`config.mk`:
```
export PLATFORM = sky130hd
export DESIGN_NAME = dbvcp_protect
export DESIGN_NICKNAME = d
export VERILOG_FILES = /design/src/rtl/dbvcp_pkg.sv /design/src/rtl/dbvcp_protect.sv
export SDC_FILE = /design/constraint.sdc
export NUM_CORES = 1
export LEC_CHECK = 0
export ABC_AREA = 1
export BUFFER_PORTS_ARGS = -buffer_cell sky130_fd_sc_hd__buf_4
export CORE_UTILIZATION = 61
export CTS_CLUSTER_SIZE = 8
export DETAILED_ROUTE_END_ITERATION = 8
export PLACE_DENSITY = 0.95
export SLEW_MARGIN = 10
export SYNTH_ARGS = -nofsm -noshare
export SYNTH_HDL_FRONTEND = slang
export SYNTH_SLANG_ARGS = --single-unit
```
`constraint.sdc`:
```
create_clock -name core_clk -period 9.25 [get_ports core_clk]
set_clock_uncertainty 0.05 [all_clocks]
set_input_delay 2.775 -clock core_clk [delete_from_list [all_inputs] [get_ports core_clk]]
set_output_delay 2.775 -clock core_clk [all_outputs]
set_load 0.05 [all_outputs]
```
`src/rtl/dbvcp_pkg.sv`:
```
// constants, register map and carrier types for the bus protection block
// assumes voltages in units of 0.1 V and currents in whole percent of rating
package dbvcp_pkg;

	// ************************************************************
	// register indices (byte address is four times the index)
	// ************************************************************
	localparam logic [15:0] IDX_LV_THRESH = 16'h0600;
	localparam logic [15:0] IDX_OV_LEVEL = 16'h0601;
	localparam logic [15:0] IDX_OV_METHOD = 16'h0602;
	localparam logic [15:0] IDX_OC_LEVEL = 16'h0603;
	localparam logic [15:0] IDX_CTRL = 16'h0610;
	localparam logic [15:0] IDX_STATUS = 16'h0611;
	localparam logic [15:0] IDX_IRQ_STAT = 16'h0612;
	localparam logic [15:0] IDX_IRQ_MASK = 16'h0613;
	localparam logic [15:0] IDX_CMD = 16'h0614;

	// ************************************************************
	// field positions
	// ************************************************************
	localparam int CTRL_CT_BIT = 0;
	localparam int CTRL_RESTART_BIT = 1;
	localparam int CMD_RESET_BIT = 0;
	localparam int IRQ_W = 4;
	localparam int IRQ_UV_FAULT = 0;
	localparam int IRQ_UV_STOP = 1;
	localparam int IRQ_OV_STALL = 2;
	localparam int IRQ_OC_STALL = 3;

	// ************************************************************
	// voltage figures, 0.1 V per count; low / high voltage series
	// ************************************************************
	localparam logic [15:0] LV_DEF_LO = 16'h0708; // 180.0 V
	localparam logic [15:0] LV_DEF_HI = 16'h0e10; // 360.0 V
	localparam logic [15:0] HYST_LO = 16'h012c; // 30 V
	localparam logic [15:0] HYST_HI = 16'h0258; // 60 V
	localparam logic [15:0] OVS_DEF_LO = 16'h0ed8; // 380.0 V
	localparam logic [15:0] OVS_DEF_HI = 16'h1db0; // 760.0 V
	localparam logic [15:0] OV_FAULT_LO = 16'h1004; // 410 V
	localparam logic [15:0] OV_FAULT_HI = 16'h2008; // 820 V
	localparam logic [15:0] OC_CAP_V_LO = 16'h0dac; // 350 V
	localparam logic [15:0] OC_CAP_V_HI = 16'h1b58; // 700 V
	localparam logic [15:0] SMART_BAND = 16'h0064; // 10.0 V

	// ************************************************************
	// current figures, percent of rated current
	// ************************************************************
	localparam logic [15:0] OC_DEF_VT = 16'h0078; // 120 %
	localparam logic [15:0] OC_DEF_CT = 16'h00b4; // 180 %
	localparam logic [15:0] OC_MAX_VT = 16'h0096; // 150 %
	localparam logic [15:0] OC_MAX_CT = 16'h00c8; // 200 %
	localparam logic [15:0] OC_CAP_CT = 16'h00b9; // 185 %

	// ************************************************************
	// fault codes and bus answers
	// ************************************************************
	localparam logic [2:0] FC_NONE = 3'h0;
	localparam logic [2:0] FC_UV_ACCEL = 3'h1;
	localparam logic [2:0] FC_UV_DECEL = 3'h2;
	localparam logic [2:0] FC_UV_CONST = 3'h3;
	localparam logic [2:0] FC_UV_STOP = 3'h4;
	localparam logic [1:0] RESP_OKAY = 2'h0;
	localparam logic [1:0] RESP_SLVERR = 2'h2;

	typedef enum logic [1:0] {
		ST_NORMAL = 2'h0,
		ST_STOPWARN = 2'h1,
		ST_OPFAULT = 2'h2
	} dbvcp_state_t;

	typedef struct packed {
		logic [15:0] busVolt;
		logic [15:0] outCurrent;
	} dbvcp_meas_t;

	typedef struct packed {
		logic running;
		logic accel;
		logic decel;
	} dbvcp_run_t;

endpackage

```
`src/rtl/dbvcp_protect.sv`:
```
// bus voltage and current protection supervisor with an AXI4-Lite slave
// assumes measurements and run state come from logic on core_clk
//
// Notes on behaviour
// - bus voltage below the low-voltage threshold raises an undervoltage event.
// - undervoltage while running makes the output stop and the motor coast.
// - running undervoltage code tells acceleration, deceleration or constant speed.
// - a running undervoltage fault stays latched until a reset command.
// - with power-loss restart enabled the fault clears itself on recovery.
// - undervoltage while stopped has its own code and no history entry.
// - stopped undervoltage clears above threshold plus 30 V or 60 V.
// - an overvoltage stall level of zero turns overvoltage stall off.
// - a nonzero level turns it on; defaults 380.0 V or 760.0 V.
// - a level above the overvoltage fault level also turns it off.
// - method field: zero picks traditional, one picks smart stall.
// - traditional: pause deceleration while bus voltage is above the level.
// - smart: regulate deceleration to keep bus voltage steady below fault.
// - regenerative overvoltage stretches deceleration only while the stall holds the ramp.
// - acceleration freezes while output current exceeds the stall level.
// - acceleration stall level limited to 150 or 200 percent by torque mode.
// - constant torque with high bus voltage caps the level at 185 percent.
`timescale 1ns/100ps
`default_nettype none
module dbvcp_protect #(
	parameter bit HIGH_VOLT = 1'b0
) (
	input wire logic core_clk,
	input wire logic srst,
	input wire logic [15:0] s_axi_awaddr,
	input wire logic s_axi_awvalid,
	output logic s_axi_awready,
	input wire logic [31:0] s_axi_wdata,
	input wire logic [3:0] s_axi_wstrb,
	input wire logic s_axi_wvalid,
	output logic s_axi_wready,
	output logic [1:0] s_axi_bresp,
	output logic s_axi_bvalid,
	input wire logic s_axi_bready,
	input wire logic [15:0] s_axi_araddr,
	input wire logic s_axi_arvalid,
	output logic s_axi_arready,
	output logic [31:0] s_axi_rdata,
	output logic [1:0] s_axi_rresp,
	output logic s_axi_rvalid,
	input wire logic s_axi_rready,
	input wire dbvcp_pkg::dbvcp_meas_t meas,
	input wire dbvcp_pkg::dbvcp_run_t run,
	output logic coastReq,
	output logic rampHold,
	output logic rampExtend,
	output logic [2:0] faultCode,
	output logic stopWarn,
	output logic faultLog,
	output logic restartReq,
	output logic irq
);

	// ************************************************************
	// helpers
	// ************************************************************
	function automatic logic isReg(input logic [15:0] a,
		input logic [15:0] idx);
		isReg = (a[15:2] == idx[13:0]);
	endfunction

	function automatic logic [15:0] minU16(input logic [15:0] a,
		input logic [15:0] b);
		minU16 = (a < b) ? a : b;
	endfunction

	function automatic logic [15:0] strobe16(input logic [15:0] old,
		input logic [31:0] d, input logic [3:0] s);
		strobe16 = {s[1] ? d[15:8] : old[15:8], s[0] ? d[7:0] : old[7:0]};
	endfunction

	localparam logic [15:0] LV_DEF =
		HIGH_VOLT ? dbvcp_pkg::LV_DEF_HI : dbvcp_pkg::LV_DEF_LO;
	localparam logic [15:0] HYST =
		HIGH_VOLT ? dbvcp_pkg::HYST_HI : dbvcp_pkg::HYST_LO;
	localparam logic [15:0] OVS_DEF =
		HIGH_VOLT ? dbvcp_pkg::OVS_DEF_HI : dbvcp_pkg::OVS_DEF_LO;
	localparam logic [15:0] OV_FAULT =
		HIGH_VOLT ? dbvcp_pkg::OV_FAULT_HI : dbvcp_pkg::OV_FAULT_LO;
	localparam logic [15:0] OC_CAP_V =
		HIGH_VOLT ? dbvcp_pkg::OC_CAP_V_HI : dbvcp_pkg::OC_CAP_V_LO;

	// ************************************************************
	// bus handshake state
	// ************************************************************
	logic [15:0] awAddr_q;
	logic [31:0] wData_q;
	logic [3:0] wStrb_q;
	logic wrEn;
	logic wrHit;
	logic rdHit;
	logic [31:0] rdVal;

	assign wrEn = ~s_axi_awready & ~s_axi_wready & ~s_axi_bvalid;

	// write address and data are taken in either order, answer follows both
	always_ff @(posedge core_clk)
	begin
		if (srst)
		begin
			s_axi_awready <= 1'b1;
			s_axi_wready <= 1'b1;
			s_axi_bvalid <= 1'b0;
			s_axi_bresp <= dbvcp_pkg::RESP_OKAY;
			awAddr_q <= 16'h0000;
			wData_q <= 32'h0000_0000;
			wStrb_q <= 4'h0;
		end
		else
		begin
			if (s_axi_awvalid & s_axi_awready)
			begin
				s_axi_awready <= 1'b0;
				awAddr_q <= s_axi_awaddr;
			end
			if (s_axi_wvalid & s_axi_wready)
			begin
				s_axi_wready <= 1'b0;
				wData_q <= s_axi_wdata;
				wStrb_q <= s_axi_wstrb;
			end
			if (wrEn)
			begin
				s_axi_bvalid <= 1'b1;
				s_axi_bresp <= wrHit ? dbvcp_pkg::RESP_OKAY :
					dbvcp_pkg::RESP_SLVERR;
			end
			if (s_axi_bvalid & s_axi_bready)
			begin
				s_axi_bvalid <= 1'b0;
				s_axi_awready <= 1'b1;
				s_axi_wready <= 1'b1;
			end
		end
	end

	// read answer one cycle after the address is taken
	always_ff @(posedge core_clk)
	begin
		if (srst)
		begin
			s_axi_arready <= 1'b1;
			s_axi_rvalid <= 1'b0;
			s_axi_rdata <= 32'h0000_0000;
			s_axi_rresp <= dbvcp_pkg::RESP_OKAY;
		end
		else if (s_axi_arvalid & s_axi_arready)
		begin
			s_axi_arready <= 1'b0;
			s_axi_rvalid <= 1'b1;
			s_axi_rdata <= rdVal;
			s_axi_rresp <= rdHit ? dbvcp_pkg::RESP_OKAY :
				dbvcp_pkg::RESP_SLVERR;
		end
		else if (s_axi_rvalid & s_axi_rready)
		begin
			s_axi_rvalid <= 1'b0;
			s_axi_arready <= 1'b1;
		end
	end

	// ************************************************************
	// software registers
	// ************************************************************
	logic [15:0] lvThresh_q;
	logic [15:0] ovLevel_q;
	logic ovMethod_q;
	logic [15:0] ocLevel_q;
	logic torqueCt_q;
	logic restartEn_q;
	logic [dbvcp_pkg::IRQ_W-1:0] irqStat_q;
	logic [dbvcp_pkg::IRQ_W-1:0] irqMask_q;
	logic [dbvcp_pkg::IRQ_W-1:0] irqEvt;
	logic resetCmd;
	logic [15:0] ocMax;
	logic [15:0] ocWrite;

	assign ocMax = torqueCt_q ? dbvcp_pkg::OC_MAX_CT : dbvcp_pkg::OC_MAX_VT;
	assign ocWrite = minU16(strobe16(ocLevel_q, wData_q, wStrb_q), ocMax);
	assign resetCmd = wrEn & isReg(awAddr_q, dbvcp_pkg::IDX_CMD) &
		wStrb_q[0] & wData_q[dbvcp_pkg::CMD_RESET_BIT];
	assign wrHit = isReg(awAddr_q, dbvcp_pkg::IDX_LV_THRESH) |
		isReg(awAddr_q, dbvcp_pkg::IDX_OV_LEVEL) |
		isReg(awAddr_q, dbvcp_pkg::IDX_OV_METHOD) |
		isReg(awAddr_q, dbvcp_pkg::IDX_OC_LEVEL) |
		isReg(awAddr_q, dbvcp_pkg::IDX_CTRL) |
		isReg(awAddr_q, dbvcp_pkg::IDX_STATUS) |
		isReg(awAddr_q, dbvcp_pkg::IDX_IRQ_STAT) |
		isReg(awAddr_q, dbvcp_pkg::IDX_IRQ_MASK) |
		isReg(awAddr_q, dbvcp_pkg::IDX_CMD);

	// threshold, level and mode registers
	always_ff @(posedge core_clk)
	begin
		if (srst)
		begin
			lvThresh_q <= LV_DEF;
			ovLevel_q <= OVS_DEF;
			ovMethod_q <= 1'b0;
			ocLevel_q <= dbvcp_pkg::OC_DEF_VT;
			torqueCt_q <= 1'b0;
			restartEn_q <= 1'b0;
			irqMask_q <= '0;
		end
		else if (wrEn)
		begin
			if (isReg(awAddr_q, dbvcp_pkg::IDX_LV_THRESH))
				lvThresh_q <= strobe16(lvThresh_q, wData_q, wStrb_q);
			if (isReg(awAddr_q, dbvcp_pkg::IDX_OV_LEVEL))
				ovLevel_q <= strobe16(ovLevel_q, wData_q, wStrb_q);
			if (isReg(awAddr_q, dbvcp_pkg::IDX_OV_METHOD) & wStrb_q[0])
				ovMethod_q <= wData_q[0];
			if (isReg(awAddr_q, dbvcp_pkg::IDX_OC_LEVEL))
				ocLevel_q <= ocWrite;
			if (isReg(awAddr_q, dbvcp_pkg::IDX_CTRL) & wStrb_q[0])
			begin
				torqueCt_q <= wData_q[dbvcp_pkg::CTRL_CT_BIT];
				restartEn_q <= wData_q[dbvcp_pkg::CTRL_RESTART_BIT];
			end
			if (isReg(awAddr_q, dbvcp_pkg::IDX_IRQ_MASK) & wStrb_q[0])
				irqMask_q <= wData_q[dbvcp_pkg::IRQ_W-1:0];
		end
	end

	// sticky events, write one to clear, a new event wins over the clear
	always_ff @(posedge core_clk)
	begin
		if (srst)
			irqStat_q <= '0;
		else if (wrEn & isReg(awAddr_q, dbvcp_pkg::IDX_IRQ_STAT) & wStrb_q[0])
			irqStat_q <= (irqStat_q & ~wData_q[dbvcp_pkg::IRQ_W-1:0]) | irqEvt;
		else
			irqStat_q <= irqStat_q | irqEvt;
	end

	// interrupt line from unmasked sticky bits
	always_ff @(posedge core_clk)
	begin
		if (srst)
			irq <= 1'b0;
		else
			irq <= |(irqStat_q & irqMask_q);
	end

	// ************************************************************
	// protection comparisons, redone every cycle
	// ************************************************************
	dbvcp_pkg::dbvcp_state_t state_q;
	logic uvNow;
	logic [16:0] recoverLvl;
	logic recovered;
	logic ovEnable;
	logic tradHold;
	logic smartHold;
	logic [15:0] ocEff;
	logic ocHold;
	logic ovStall_q;
	logic ocStall_q;

	assign uvNow = meas.busVolt < lvThresh_q;
	assign recoverLvl = {1'b0, lvThresh_q} + {1'b0, HYST};
	assign recovered = {1'b0, meas.busVolt} > recoverLvl;
	// zero or above the fault level disables the stall
	assign ovEnable = (ovLevel_q != 16'h0000) && (ovLevel_q <= OV_FAULT);
	// traditional: pause while above the level
	assign tradHold = run.decel & ovEnable & ~ovMethod_q &
		(meas.busVolt > ovLevel_q);
	// smart: start pausing a band early so the bus stays steady
	assign smartHold = run.decel & ovEnable & ovMethod_q &
		({1'b0, meas.busVolt} + {1'b0, dbvcp_pkg::SMART_BAND} >
		{1'b0, ovLevel_q});
	// effective current level with the constant torque cap
	assign ocEff = (torqueCt_q && meas.busVolt > OC_CAP_V) ?
		minU16(minU16(ocLevel_q, ocMax), dbvcp_pkg::OC_CAP_CT) :
		minU16(ocLevel_q, ocMax);
	assign ocHold = run.accel & (meas.outCurrent > ocEff);

	// ramp control outputs
	always_ff @(posedge core_clk)
	begin
		if (srst)
		begin
			rampHold <= 1'b0;
			rampExtend <= 1'b0;
			ovStall_q <= 1'b0;
			ocStall_q <= 1'b0;
		end
		else
		begin
			rampHold <= tradHold | smartHold | ocHold;
			rampExtend <= tradHold | smartHold;
			ovStall_q <= tradHold | smartHold;
			ocStall_q <= ocHold;
		end
	end

	// ************************************************************
	// undervoltage state machine
	// ************************************************************
	always_ff @(posedge core_clk)
	begin
		if (srst)
		begin
			state_q <= dbvcp_pkg::ST_NORMAL;
			coastReq <= 1'b0;
			faultCode <= dbvcp_pkg::FC_NONE;
			stopWarn <= 1'b0;
			faultLog <= 1'b0;
			restartReq <= 1'b0;
		end
		else
		begin
			faultLog <= 1'b0;
			restartReq <= 1'b0;
			unique case (state_q)
				dbvcp_pkg::ST_NORMAL:
					if (uvNow & run.running)
					begin
						state_q <= dbvcp_pkg::ST_OPFAULT;
						coastReq <= 1'b1;
						faultLog <= 1'b1;
						faultCode <= run.accel ? dbvcp_pkg::FC_UV_ACCEL :
							run.decel ? dbvcp_pkg::FC_UV_DECEL :
							dbvcp_pkg::FC_UV_CONST;
					end
					else if (uvNow)
					begin
						state_q <= dbvcp_pkg::ST_STOPWARN;
						stopWarn <= 1'b1;
						faultCode <= dbvcp_pkg::FC_UV_STOP;
					end
				dbvcp_pkg::ST_STOPWARN:
					if (recovered)
					begin
						state_q <= dbvcp_pkg::ST_NORMAL;
						stopWarn <= 1'b0;
						faultCode <= dbvcp_pkg::FC_NONE;
					end
				dbvcp_pkg::ST_OPFAULT:
					if (resetCmd | (restartEn_q & recovered))
					begin
						state_q <= dbvcp_pkg::ST_NORMAL;
						coastReq <= 1'b0;
						faultCode <= dbvcp_pkg::FC_NONE;
						restartReq <= ~resetCmd;
					end
				default:
				begin
					state_q <= dbvcp_pkg::ST_NORMAL;
					coastReq <= 1'b0;
					stopWarn <= 1'b0;
				end
			endcase
		end
	end

	// event pulses feeding the sticky bits
	assign irqEvt[dbvcp_pkg::IRQ_UV_FAULT] = faultLog;
	assign irqEvt[dbvcp_pkg::IRQ_UV_STOP] =
		(state_q == dbvcp_pkg::ST_NORMAL) & uvNow & ~run.running;
	assign irqEvt[dbvcp_pkg::IRQ_OV_STALL] = (tradHold | smartHold) & ~ovStall_q;
	assign irqEvt[dbvcp_pkg::IRQ_OC_STALL] = ocHold & ~ocStall_q;

	// ************************************************************
	// read mux
	// ************************************************************
	always_comb
	begin
		rdVal = 32'h0000_0000;
		rdHit = 1'b1;
		if (isReg(s_axi_araddr, dbvcp_pkg::IDX_LV_THRESH))
			rdVal[15:0] = lvThresh_q;
		else if (isReg(s_axi_araddr, dbvcp_pkg::IDX_OV_LEVEL))
			rdVal[15:0] = ovLevel_q;
		else if (isReg(s_axi_araddr, dbvcp_pkg::IDX_OV_METHOD))
			rdVal[0] = ovMethod_q;
		else if (isReg(s_axi_araddr, dbvcp_pkg::IDX_OC_LEVEL))
			rdVal[15:0] = ocLevel_q;
		else if (isReg(s_axi_araddr, dbvcp_pkg::IDX_CTRL))
			rdVal[1:0] = {restartEn_q, torqueCt_q};
		else if (isReg(s_axi_araddr, dbvcp_pkg::IDX_STATUS))
			rdVal[8:0] = {ocStall_q, ovStall_q, rampHold, stopWarn,
				coastReq, state_q == dbvcp_pkg::ST_OPFAULT, faultCode};
		else if (isReg(s_axi_araddr, dbvcp_pkg::IDX_IRQ_STAT))
			rdVal[dbvcp_pkg::IRQ_W-1:0] = irqStat_q;
		else if (isReg(s_axi_araddr, dbvcp_pkg::IDX_IRQ_MASK))
			rdVal[dbvcp_pkg::IRQ_W-1:0] = irqMask_q;
		else if (!isReg(s_axi_araddr, dbvcp_pkg::IDX_CMD))
			rdHit = 1'b0;
	end

	// ************************************************************
	// checks
	// ************************************************************
	chk_uv_coast_entry: assert property (@(posedge core_clk)
		disable iff (srst)
		state_q == dbvcp_pkg::ST_NORMAL && uvNow && run.running |=> coastReq)
		else $error("undervoltage while running did not coast");
	chk_uv_accel_code: assert property (@(posedge core_clk)
		disable iff (srst)
		state_q == dbvcp_pkg::ST_NORMAL && uvNow && run.running && run.accel
		|=> faultCode == dbvcp_pkg::FC_UV_ACCEL)
		else $error("wrong code for undervoltage in acceleration");
	chk_fault_latch_hold: assert property (@(posedge core_clk)
		disable iff (srst)
		state_q == dbvcp_pkg::ST_OPFAULT && !resetCmd && !restartEn_q
		|=> state_q == dbvcp_pkg::ST_OPFAULT && coastReq)
		else $error("latched fault released without reset");
	chk_stop_no_log: assert property (@(posedge core_clk)
		disable iff (srst)
		stopWarn |-> !faultLog && faultCode == dbvcp_pkg::FC_UV_STOP)
		else $error("stopped undervoltage logged or miscoded");
	chk_stop_recover_exit: assert property (@(posedge core_clk)
		disable iff (srst)
		state_q == dbvcp_pkg::ST_STOPWARN && recovered |=> !stopWarn)
		else $error("stopped undervoltage did not recover");
	chk_ov_zero_off: assert property (@(posedge core_clk)
		disable iff (srst)
		ovLevel_q == 16'h0000 |=> !ovStall_q)
		else $error("overvoltage stall active with zero level");
	chk_ov_above_fault: assert property (@(posedge core_clk)
		disable iff (srst)
		ovLevel_q > OV_FAULT |=> !rampExtend)
		else $error("overvoltage stall active above fault level");
	chk_trad_pause: assert property (@(posedge core_clk)
		disable iff (srst)
		run.decel && ovEnable && !ovMethod_q && meas.busVolt > ovLevel_q
		|=> rampHold && rampExtend)
		else $error("traditional stall did not pause the ramp");
	chk_oc_freeze: assert property (@(posedge core_clk)
		disable iff (srst)
		run.accel && meas.outCurrent > ocEff |=> rampHold)
		else $error("over-current did not freeze acceleration");
	chk_oc_ct_cap: assert property (@(posedge core_clk)
		disable iff (srst)
		torqueCt_q && meas.busVolt > OC_CAP_V |-> ocEff <= dbvcp_pkg::OC_CAP_CT)
		else $error("constant torque level not capped");

endmodule
`default_nettype wire

```
=== Yosys cells after proc, flatten, opt, wreduce, memory -nomap -nowiden ===
Index checks and enable logic that the tools add are counted.

* Bits in latches: 0
* Output and inout bits: 51
* Bits in writable memories: 0
* Flip-flop bits (word level): 131
* Memories: 0
* Input bits: 110
* Bits in read-only memories: 0
* Logic and storage cells: 201

* Add/sub/neg operators: 2
* Equal/unequal tests: 26
* Div/mod/pow operators: 0
* Shift operators: 0
* $lt $le $gt $ge: 10
* Muxes and demuxes: 55
* Reduce and logical (&&, ||, !) cells: 22
* Bitwise operators: 55
* $mul: 0

{| class="wikitable"
|+ Operators with widths
! cell !! number
|-
| equality test 14 x 11 -> 1 bit, second input constant || 18
|-
| two-way mux 16 bit || 6
|-
| greater-than comparator 16 bit || 2
|-
| < comparator 16 x 8 -> 1 bit || 2
|-
| bitwise AND 1 bit || 27
|-
| two-way mux 1 bit || 21
|-
| two-way mux 7 bit || 3
|-
| AND reduction 3 bit || 6
|-
| adder 16 x 7 -> 17 bit, second input constant || 1
|-
| adder 16 x 9 -> 17 bit, second input constant || 1
|-
| greater-than comparator 16 x 17 -> 1 bit || 1
|-
| greater-than comparator 17 x 16 -> 1 bit || 1
|-
| greater-than comparator 16 x 12 -> 1 bit, second input constant || 1
|-
| <= comparator 16 x 13 -> 1 bit, second input constant || 1
|-
| < comparator 16 bit || 1
|-
| < comparator 16 x 8 -> 1 bit, second input constant || 1
|-
| two-way mux 2 bit || 8
|-
| two-way mux 4 bit || 4
|-
| two-way mux 8 bit || 2
|-
| nonzero test 16 bit || 1
|-
| two-way mux 15 bit || 1
|-
| two-way mux 3 bit || 4
|-
| NOT 1 bit || 12
|-
| OR 1 bit || 11
|-
| other kinds (21) || 34
|}

=== Depth between registers and ports, before layout ===
* Word-level depth: 11
* Depth in mapped cells: 24
* Depth with buffers taken out: 24

=== Worst setup path after synthesis ===
No wires, ideal clock.

* Path kind: in2reg
* Start point: input port meas[18] (netlist bit)
* End point: register irqStat_q[2] (netlist bit)
* Required time: 9.072 ns
* Data arrival time: 4.693 ns
* Setup slack: 4.379 ns
* Library setup time: 0.128 ns
* Buffers on the path: 0
* Cell stages on the path: 19
* Cells stage by stage: ha_1 -> a21oi_1 -> nand2_1 -> nand2_1 -> inv_2 -> nand2_1 -> xor2_1 -> inv_1 -> ha_1 -> nand2_1 -> nor2_1 -> a211oi_1 -> nor2_1 -> nor2_1 -> nand3_1 -> nand3_1 -> nand2_1 -> nand3_1 -> o21ai_1

* Cells in the longest elaborated chain, start to end: 7
* Elaborated cells on any way between the ends: 10

{| class="wikitable"
|+ RTL lines
! what !! RTL line !! RTL
|-
| start, declared || dbvcp_protect.sv:46 || <nowiki>input wire dbvcp_pkg::dbvcp_meas_t meas,</nowiki>
|-
| adder 16 x 7 -> 17 bit || dbvcp_protect.sv:274 || <nowiki>({1'b0, meas.busVolt} + {1'b0, dbvcp_pkg::SMART_BAND} ></nowiki>
|-
| greater-than comparator 17 x 16 -> 1 bit || dbvcp_protect.sv:274 ||
|-
| bitwise AND 1 bit || dbvcp_protect.sv:273 || <nowiki>assign smartHold = run.decel & ovEnable & ovMethod_q &</nowiki>
|-
| OR 1 bit (*) || dbvcp_protect.sv:365 || <nowiki>assign irqEvt[dbvcp_pkg::IRQ_OV_STALL] = (tradHold | smartHold) & ~ovStall_q;</nowiki>
|-
| bitwise AND 1 bit (*) || dbvcp_protect.sv:365 ||
|-
| OR 4 bit, on equally long branches || dbvcp_protect.sv:237, dbvcp_protect.sv:235 ||
|-
| two-way mux 4 bit (*) || dbvcp_protect.sv:234 || <nowiki>else if (wrEn & isReg(awAddr_q, dbvcp_pkg::IDX_IRQ_STAT) & wStrb_q[0])</nowiki>
|-
| end signal, assigned || dbvcp_protect.sv:235 || <nowiki>irqStat_q <= (irqStat_q & ~wData_q[dbvcp_pkg::IRQ_W-1:0]) | irqEvt;</nowiki>
|-
| end signal, assigned || dbvcp_protect.sv:237 || <nowiki>irqStat_q <= irqStat_q | irqEvt;</nowiki>
|-
| end, declared || dbvcp_protect.sv:175 || <nowiki>logic [dbvcp_pkg::IRQ_W-1:0] irqStat_q;</nowiki>
|}

Mark *: on every way between the ends. The rest lies on a longest branch, timed or not.
A chain may end at the register's enable or synchronous reset.

=== Worst setup path in the final report ===
* Start point: input port meas[18] (netlist bit)
* End point: register irqStat_q[3] (netlist bit)

* Cells in the longest elaborated chain, start to end: 8
* Elaborated cells on any way between the ends: 9

{| class="wikitable"
|+ RTL lines
! what !! RTL line !! RTL
|-
| greater-than comparator 16 x 12 -> 1 bit (*) || dbvcp_protect.sv:277 || <nowiki>assign ocEff = (torqueCt_q && meas.busVolt > OC_CAP_V) ?</nowiki>
|-
| logical AND 1 bit (*) || dbvcp_protect.sv:277 ||
|-
| two-way mux 16 bit (*) || dbvcp_protect.sv:277 ||
|-
| greater-than comparator 16 bit (*) || dbvcp_protect.sv:280 || <nowiki>assign ocHold = run.accel & (meas.outCurrent > ocEff);</nowiki>
|-
| bitwise AND 1 bit (*) || dbvcp_protect.sv:280 ||
|-
| bitwise AND 1 bit (*) || dbvcp_protect.sv:366 || <nowiki>assign irqEvt[dbvcp_pkg::IRQ_OC_STALL] = ocHold & ~ocStall_q;</nowiki>
|-
| OR 4 bit, on equally long branches || dbvcp_protect.sv:237, dbvcp_protect.sv:235 ||
|-
| two-way mux 4 bit (*) || dbvcp_protect.sv:234 ||
|}

Marked as above.

==> impl_metrics.ini <==
[cts]
post-cts-setup-buffer-count = 0
cts_tree = built
htree_levels = 4
cts_resized = 0
clockBufferDepth = 2
numCtsBuffers = 17
clock_latency_ns = 0.42
postCtsHoldBufs = 0
clockRootBuffer = clkbuf_16
path_clk_slew_ns = 0.06
clock-sinks = 127

[global_route]
grt_antenna_before_repair = 0
grt_pass1_wl_um = 39900
grt_pass1_vias = 8553
grt_use_total_pct = 35.0
grt_overflow = 0
grt_max_degree = 82

[logic_synthesis]
ys_seq_area_share_pct = 29.9
synth.top_cell.area_share_pct = 29.9
ys_ff_latch = 127
synthArstFlopShare_pct = 0
synthCells = 1213
syn_avg_cell_area_sq_um = 7.00
synth_warnings = 0
synthTopCellsByArea = dfxtp_1 30%, ha_1 13%, nand2_1 9.1%
synth_area_leader_cell = dfxtp_1
ys.flop_type = dfxtp_1
netlist-cell-type-count = 49
synth_edf_count = 0
synth_area_sq_um = 8500

[pwr]
seqPwrFrac_pct = 35.0
switching_share_pct = 29.4
pwr-share-comb_pct = 20.6
p_sw_uw = 509
p_leak_nw = 4.69
intPower_mw = 1.22
irDropWorstVdd_mv = 0.129
pwr-share-clk_pct = 44.4
p_per_area_nw_per_um2 = 171

[floorplanning]
die_x_um = 120
core_sq_um = 13400
rows = 42
initial_core_util_pct = 63.4
pin_count = 161
die_h_um = 120
fp.dieArea_sq_um = 14400

[detailed_routing]
vias = 8979
wl_per_cell_um = 16.3
totalWireLength_um = 24700
drc = 0
vias_per_cell = 5.92
dr.pass1.iters = 6
drt_iter0_drc = 936
postRouteAntennaNets = 0

[critical_path]
end_kind = flop
worstRegToRegCells = 23
ff2ff_setup_slack_ns = 5.14
r2r_end = irqStat_q[3]
r2r-start = torqueCt_q
crit_fanout = 7
worst_ep_required_time_ns = 9.53
critical_path_arrival_ns = 5.70
critical_path_class = primary input to flop
start_kind = primary input

[min_path]
hold_start = s_axi_rdata[3]
hold_path_end = s_axi_rdata[3]
hold_depth = 2
hold_class = flop to flop

[placed_design]
gp_congestion = 0.978
dpl.hpwl_um = 17800
port_buffers = 120

[cells_and_area]
layout.nets = 1527
antenna_cells = 0
final_layout_size_suffix_gt1_share_pct = 15.0
syn_to_final_growth_pct = 19.2

[timing]
period_minus_slack_ns = 5.42
slew_headroom_pct = 50.5
finalHoldViolCount = 0
clock.fmax_mhz = 185
slew_violations = 0
rsz0062_at_grt = no
holdWs_ns = 0.416
setup_tns_ns = 0
min_period_over_period_pct = 58.6
worst_pin_slew_ns = 0.740
setup_viol = 0

[outcome]
status = complete, no violations

[job]
max_cap_viol_count = 0
[power by group through the flow]
stage	Combinational, mW	Sequential, mW	Clock (mW)
after global routing	0.388	0.608	0.796
after global placement	0.328	0.614	0
after detailed placement	0.339	0.615	0
after floorplan	0.210	0.646	0
after CTS	0.350	0.604	0.768
final	0.356	0.606	0.768
[cells in the mapped netlist (all sizes together), types with 2 or more instances]
| library cell | instances |
|---|---|
| nand2 | 213 |
| inv | 159 |
| dfxtp | 127 |
| nor2 | 121 |
| o21ai | 119 |
| a21oi | 118 |
| ha | 89 |
| nand3 | 49 |
| nand4 | 34 |
| buf | 29 |
| nor3 | 29 |
| clkbuf | 21 |
| o211ai | 20 |
| xor2 | 19 |
| a211oi | 9 |
| o22ai | 9 |
| nor4 | 7 |
| nor3b | 5 |
| o221ai | 5 |
| a31oi | 4 |
| o2111ai | 4 |
| o21a | 4 |
| nand3b | 3 |
| o21bai | 3 |
| conb | 2 |
| xnor2 | 2 |
[flip-flops by register name, summed over array words and instances, names as in the netlist, 2 cells and up]
| signal | count |
|---|---|
| awAddr_q | 14 |
| faultCode | 3 |
| irqMask_q | 4 |
| irqStat_q | 4 |
| lvThresh_q | 16 |
| ocLevel_q | 16 |
| ovLevel_q | 16 |
| s_axi_rdata | 16 |
| state_q | 2 |
| wData_q | 16 |
| wStrb_q | 2 |
[layout by cell type, fill, tap and decap left out, types with 5 or more instances in the layout]
| master | instances |
|---|---|
| ha_1 | 89 |
| o211ai_1 | 20 |
| inv_2 | 19 |
| nor2_2 | 7 |
| nand4_1 | 34 |
| a211oi_1 | 9 |
| nand2_1 | 207 |
| nand3_2 | 6 |
| nand3_1 | 43 |
| o221ai_1 | 5 |
| nor4_1 | 7 |
| o22ai_1 | 9 |
| nor3_1 | 26 |
| buf_4 | 122 |
| conb_1 | 26 |
| dfxtp_1 | 127 |
| a21oi_1 | 116 |
| o21ai_0 | 88 |
| inv_1 | 141 |
| nor2_1 | 111 |
| o21ai_1 | 31 |
| xor2_1 | 19 |
| nand2_2 | 6 |
| bufinv_16 | 6 |
| clkbuf_16 | 17 |
[cells by family after synthesis]
family                     synth area share, %
buffers and inverters                     10.3
and+or+nand+nor                           24.5
DFF                                       29.9
adders and majority gates                 13.1
xor gates and xnor gates                  2.16
other                                   0.0884
AOI/OAI and AO/OA                         19.9
[how the worst max path moves through the flow]
stage	from	to	slack [ns]	cells past startpoint
3_3_place_gp	meas[18]	irqStat_q[3]	3.69	19
3_5_place_dp	meas[18]	irqStat_q[3]	3.58	20
5_1_grt	meas[18]	irqStat_q[3]	3.69	20
2_1_floorplan	meas[18]	irqStat_q[2]	4.38	19
4_1_cts	meas[18]	irqStat_q[3]	3.92	20
6_report	meas[18]	irqStat_q[3]	3.83	20
[metrics by stage]
| stage | std cells | instance area [sq um] | power [mW] | utilization, % | worst slack [ns] |
|---|---|---|---|---|---|
| after detailed placement | 1485 | 9450 | 0.954 | 70.5 | 3.58 |
| after CTS | 1517 | 10100 | 1.72 | 75.6 | 3.92 |
| after floorplan | 1237 | 8590 | 0.855 | - | 4.38 |
| final | 1517 | 10100 | 1.73 | 75.6 | 3.83 |
| after global placement | 1485 | 9450 | 0.942 | 70.5 | 3.69 |
| after global routing | 1517 | 10100 | 1.79 | 75.6 | 3.69 |
[layer usage]
metal	up-vias	GRT usage, %	part of all wire, %
met5	-	0	0
met4	0	22.2	5.4
met3	138	9.89	9.7
met2	512	57.9	47
met1	4033	39.3	38
li1	4296	-	-
[critical path, stage by stage]
cell	delay, ns
buf_4	0.14
ha_1	0.23
o21ai_0	0.14
o21ai_0	0.12
a21oi_1	0.15
o21a_1	0.29
nor2_1	0.10
nand3b_2	0.17
nand2_1	0.08
ha_1	0.27
inv_1	0.05
nor2_1	0.09
nor2_1	0.05
o21ai_0	0.16
nand2_1	0.07
o211ai_1	0.10
nand2_1	0.07
o2111ai_1	0.09
nand4_1	0.29
o22ai_1	0.26
[layout make-up]
type | instances | area, sq um
Tap cell | 176 | 220
Clock buffer | 23 | 478
Sequential cell | 127 | 2540
Fill cell | 969 | 3270
Multi-Input combinational cell | 900 | 5170
Timing Repair Buffer | 122 | 916
Clock inverter | 9 | 204
Inverter | 160 | 601
Power figures use the tool's default switching activity.
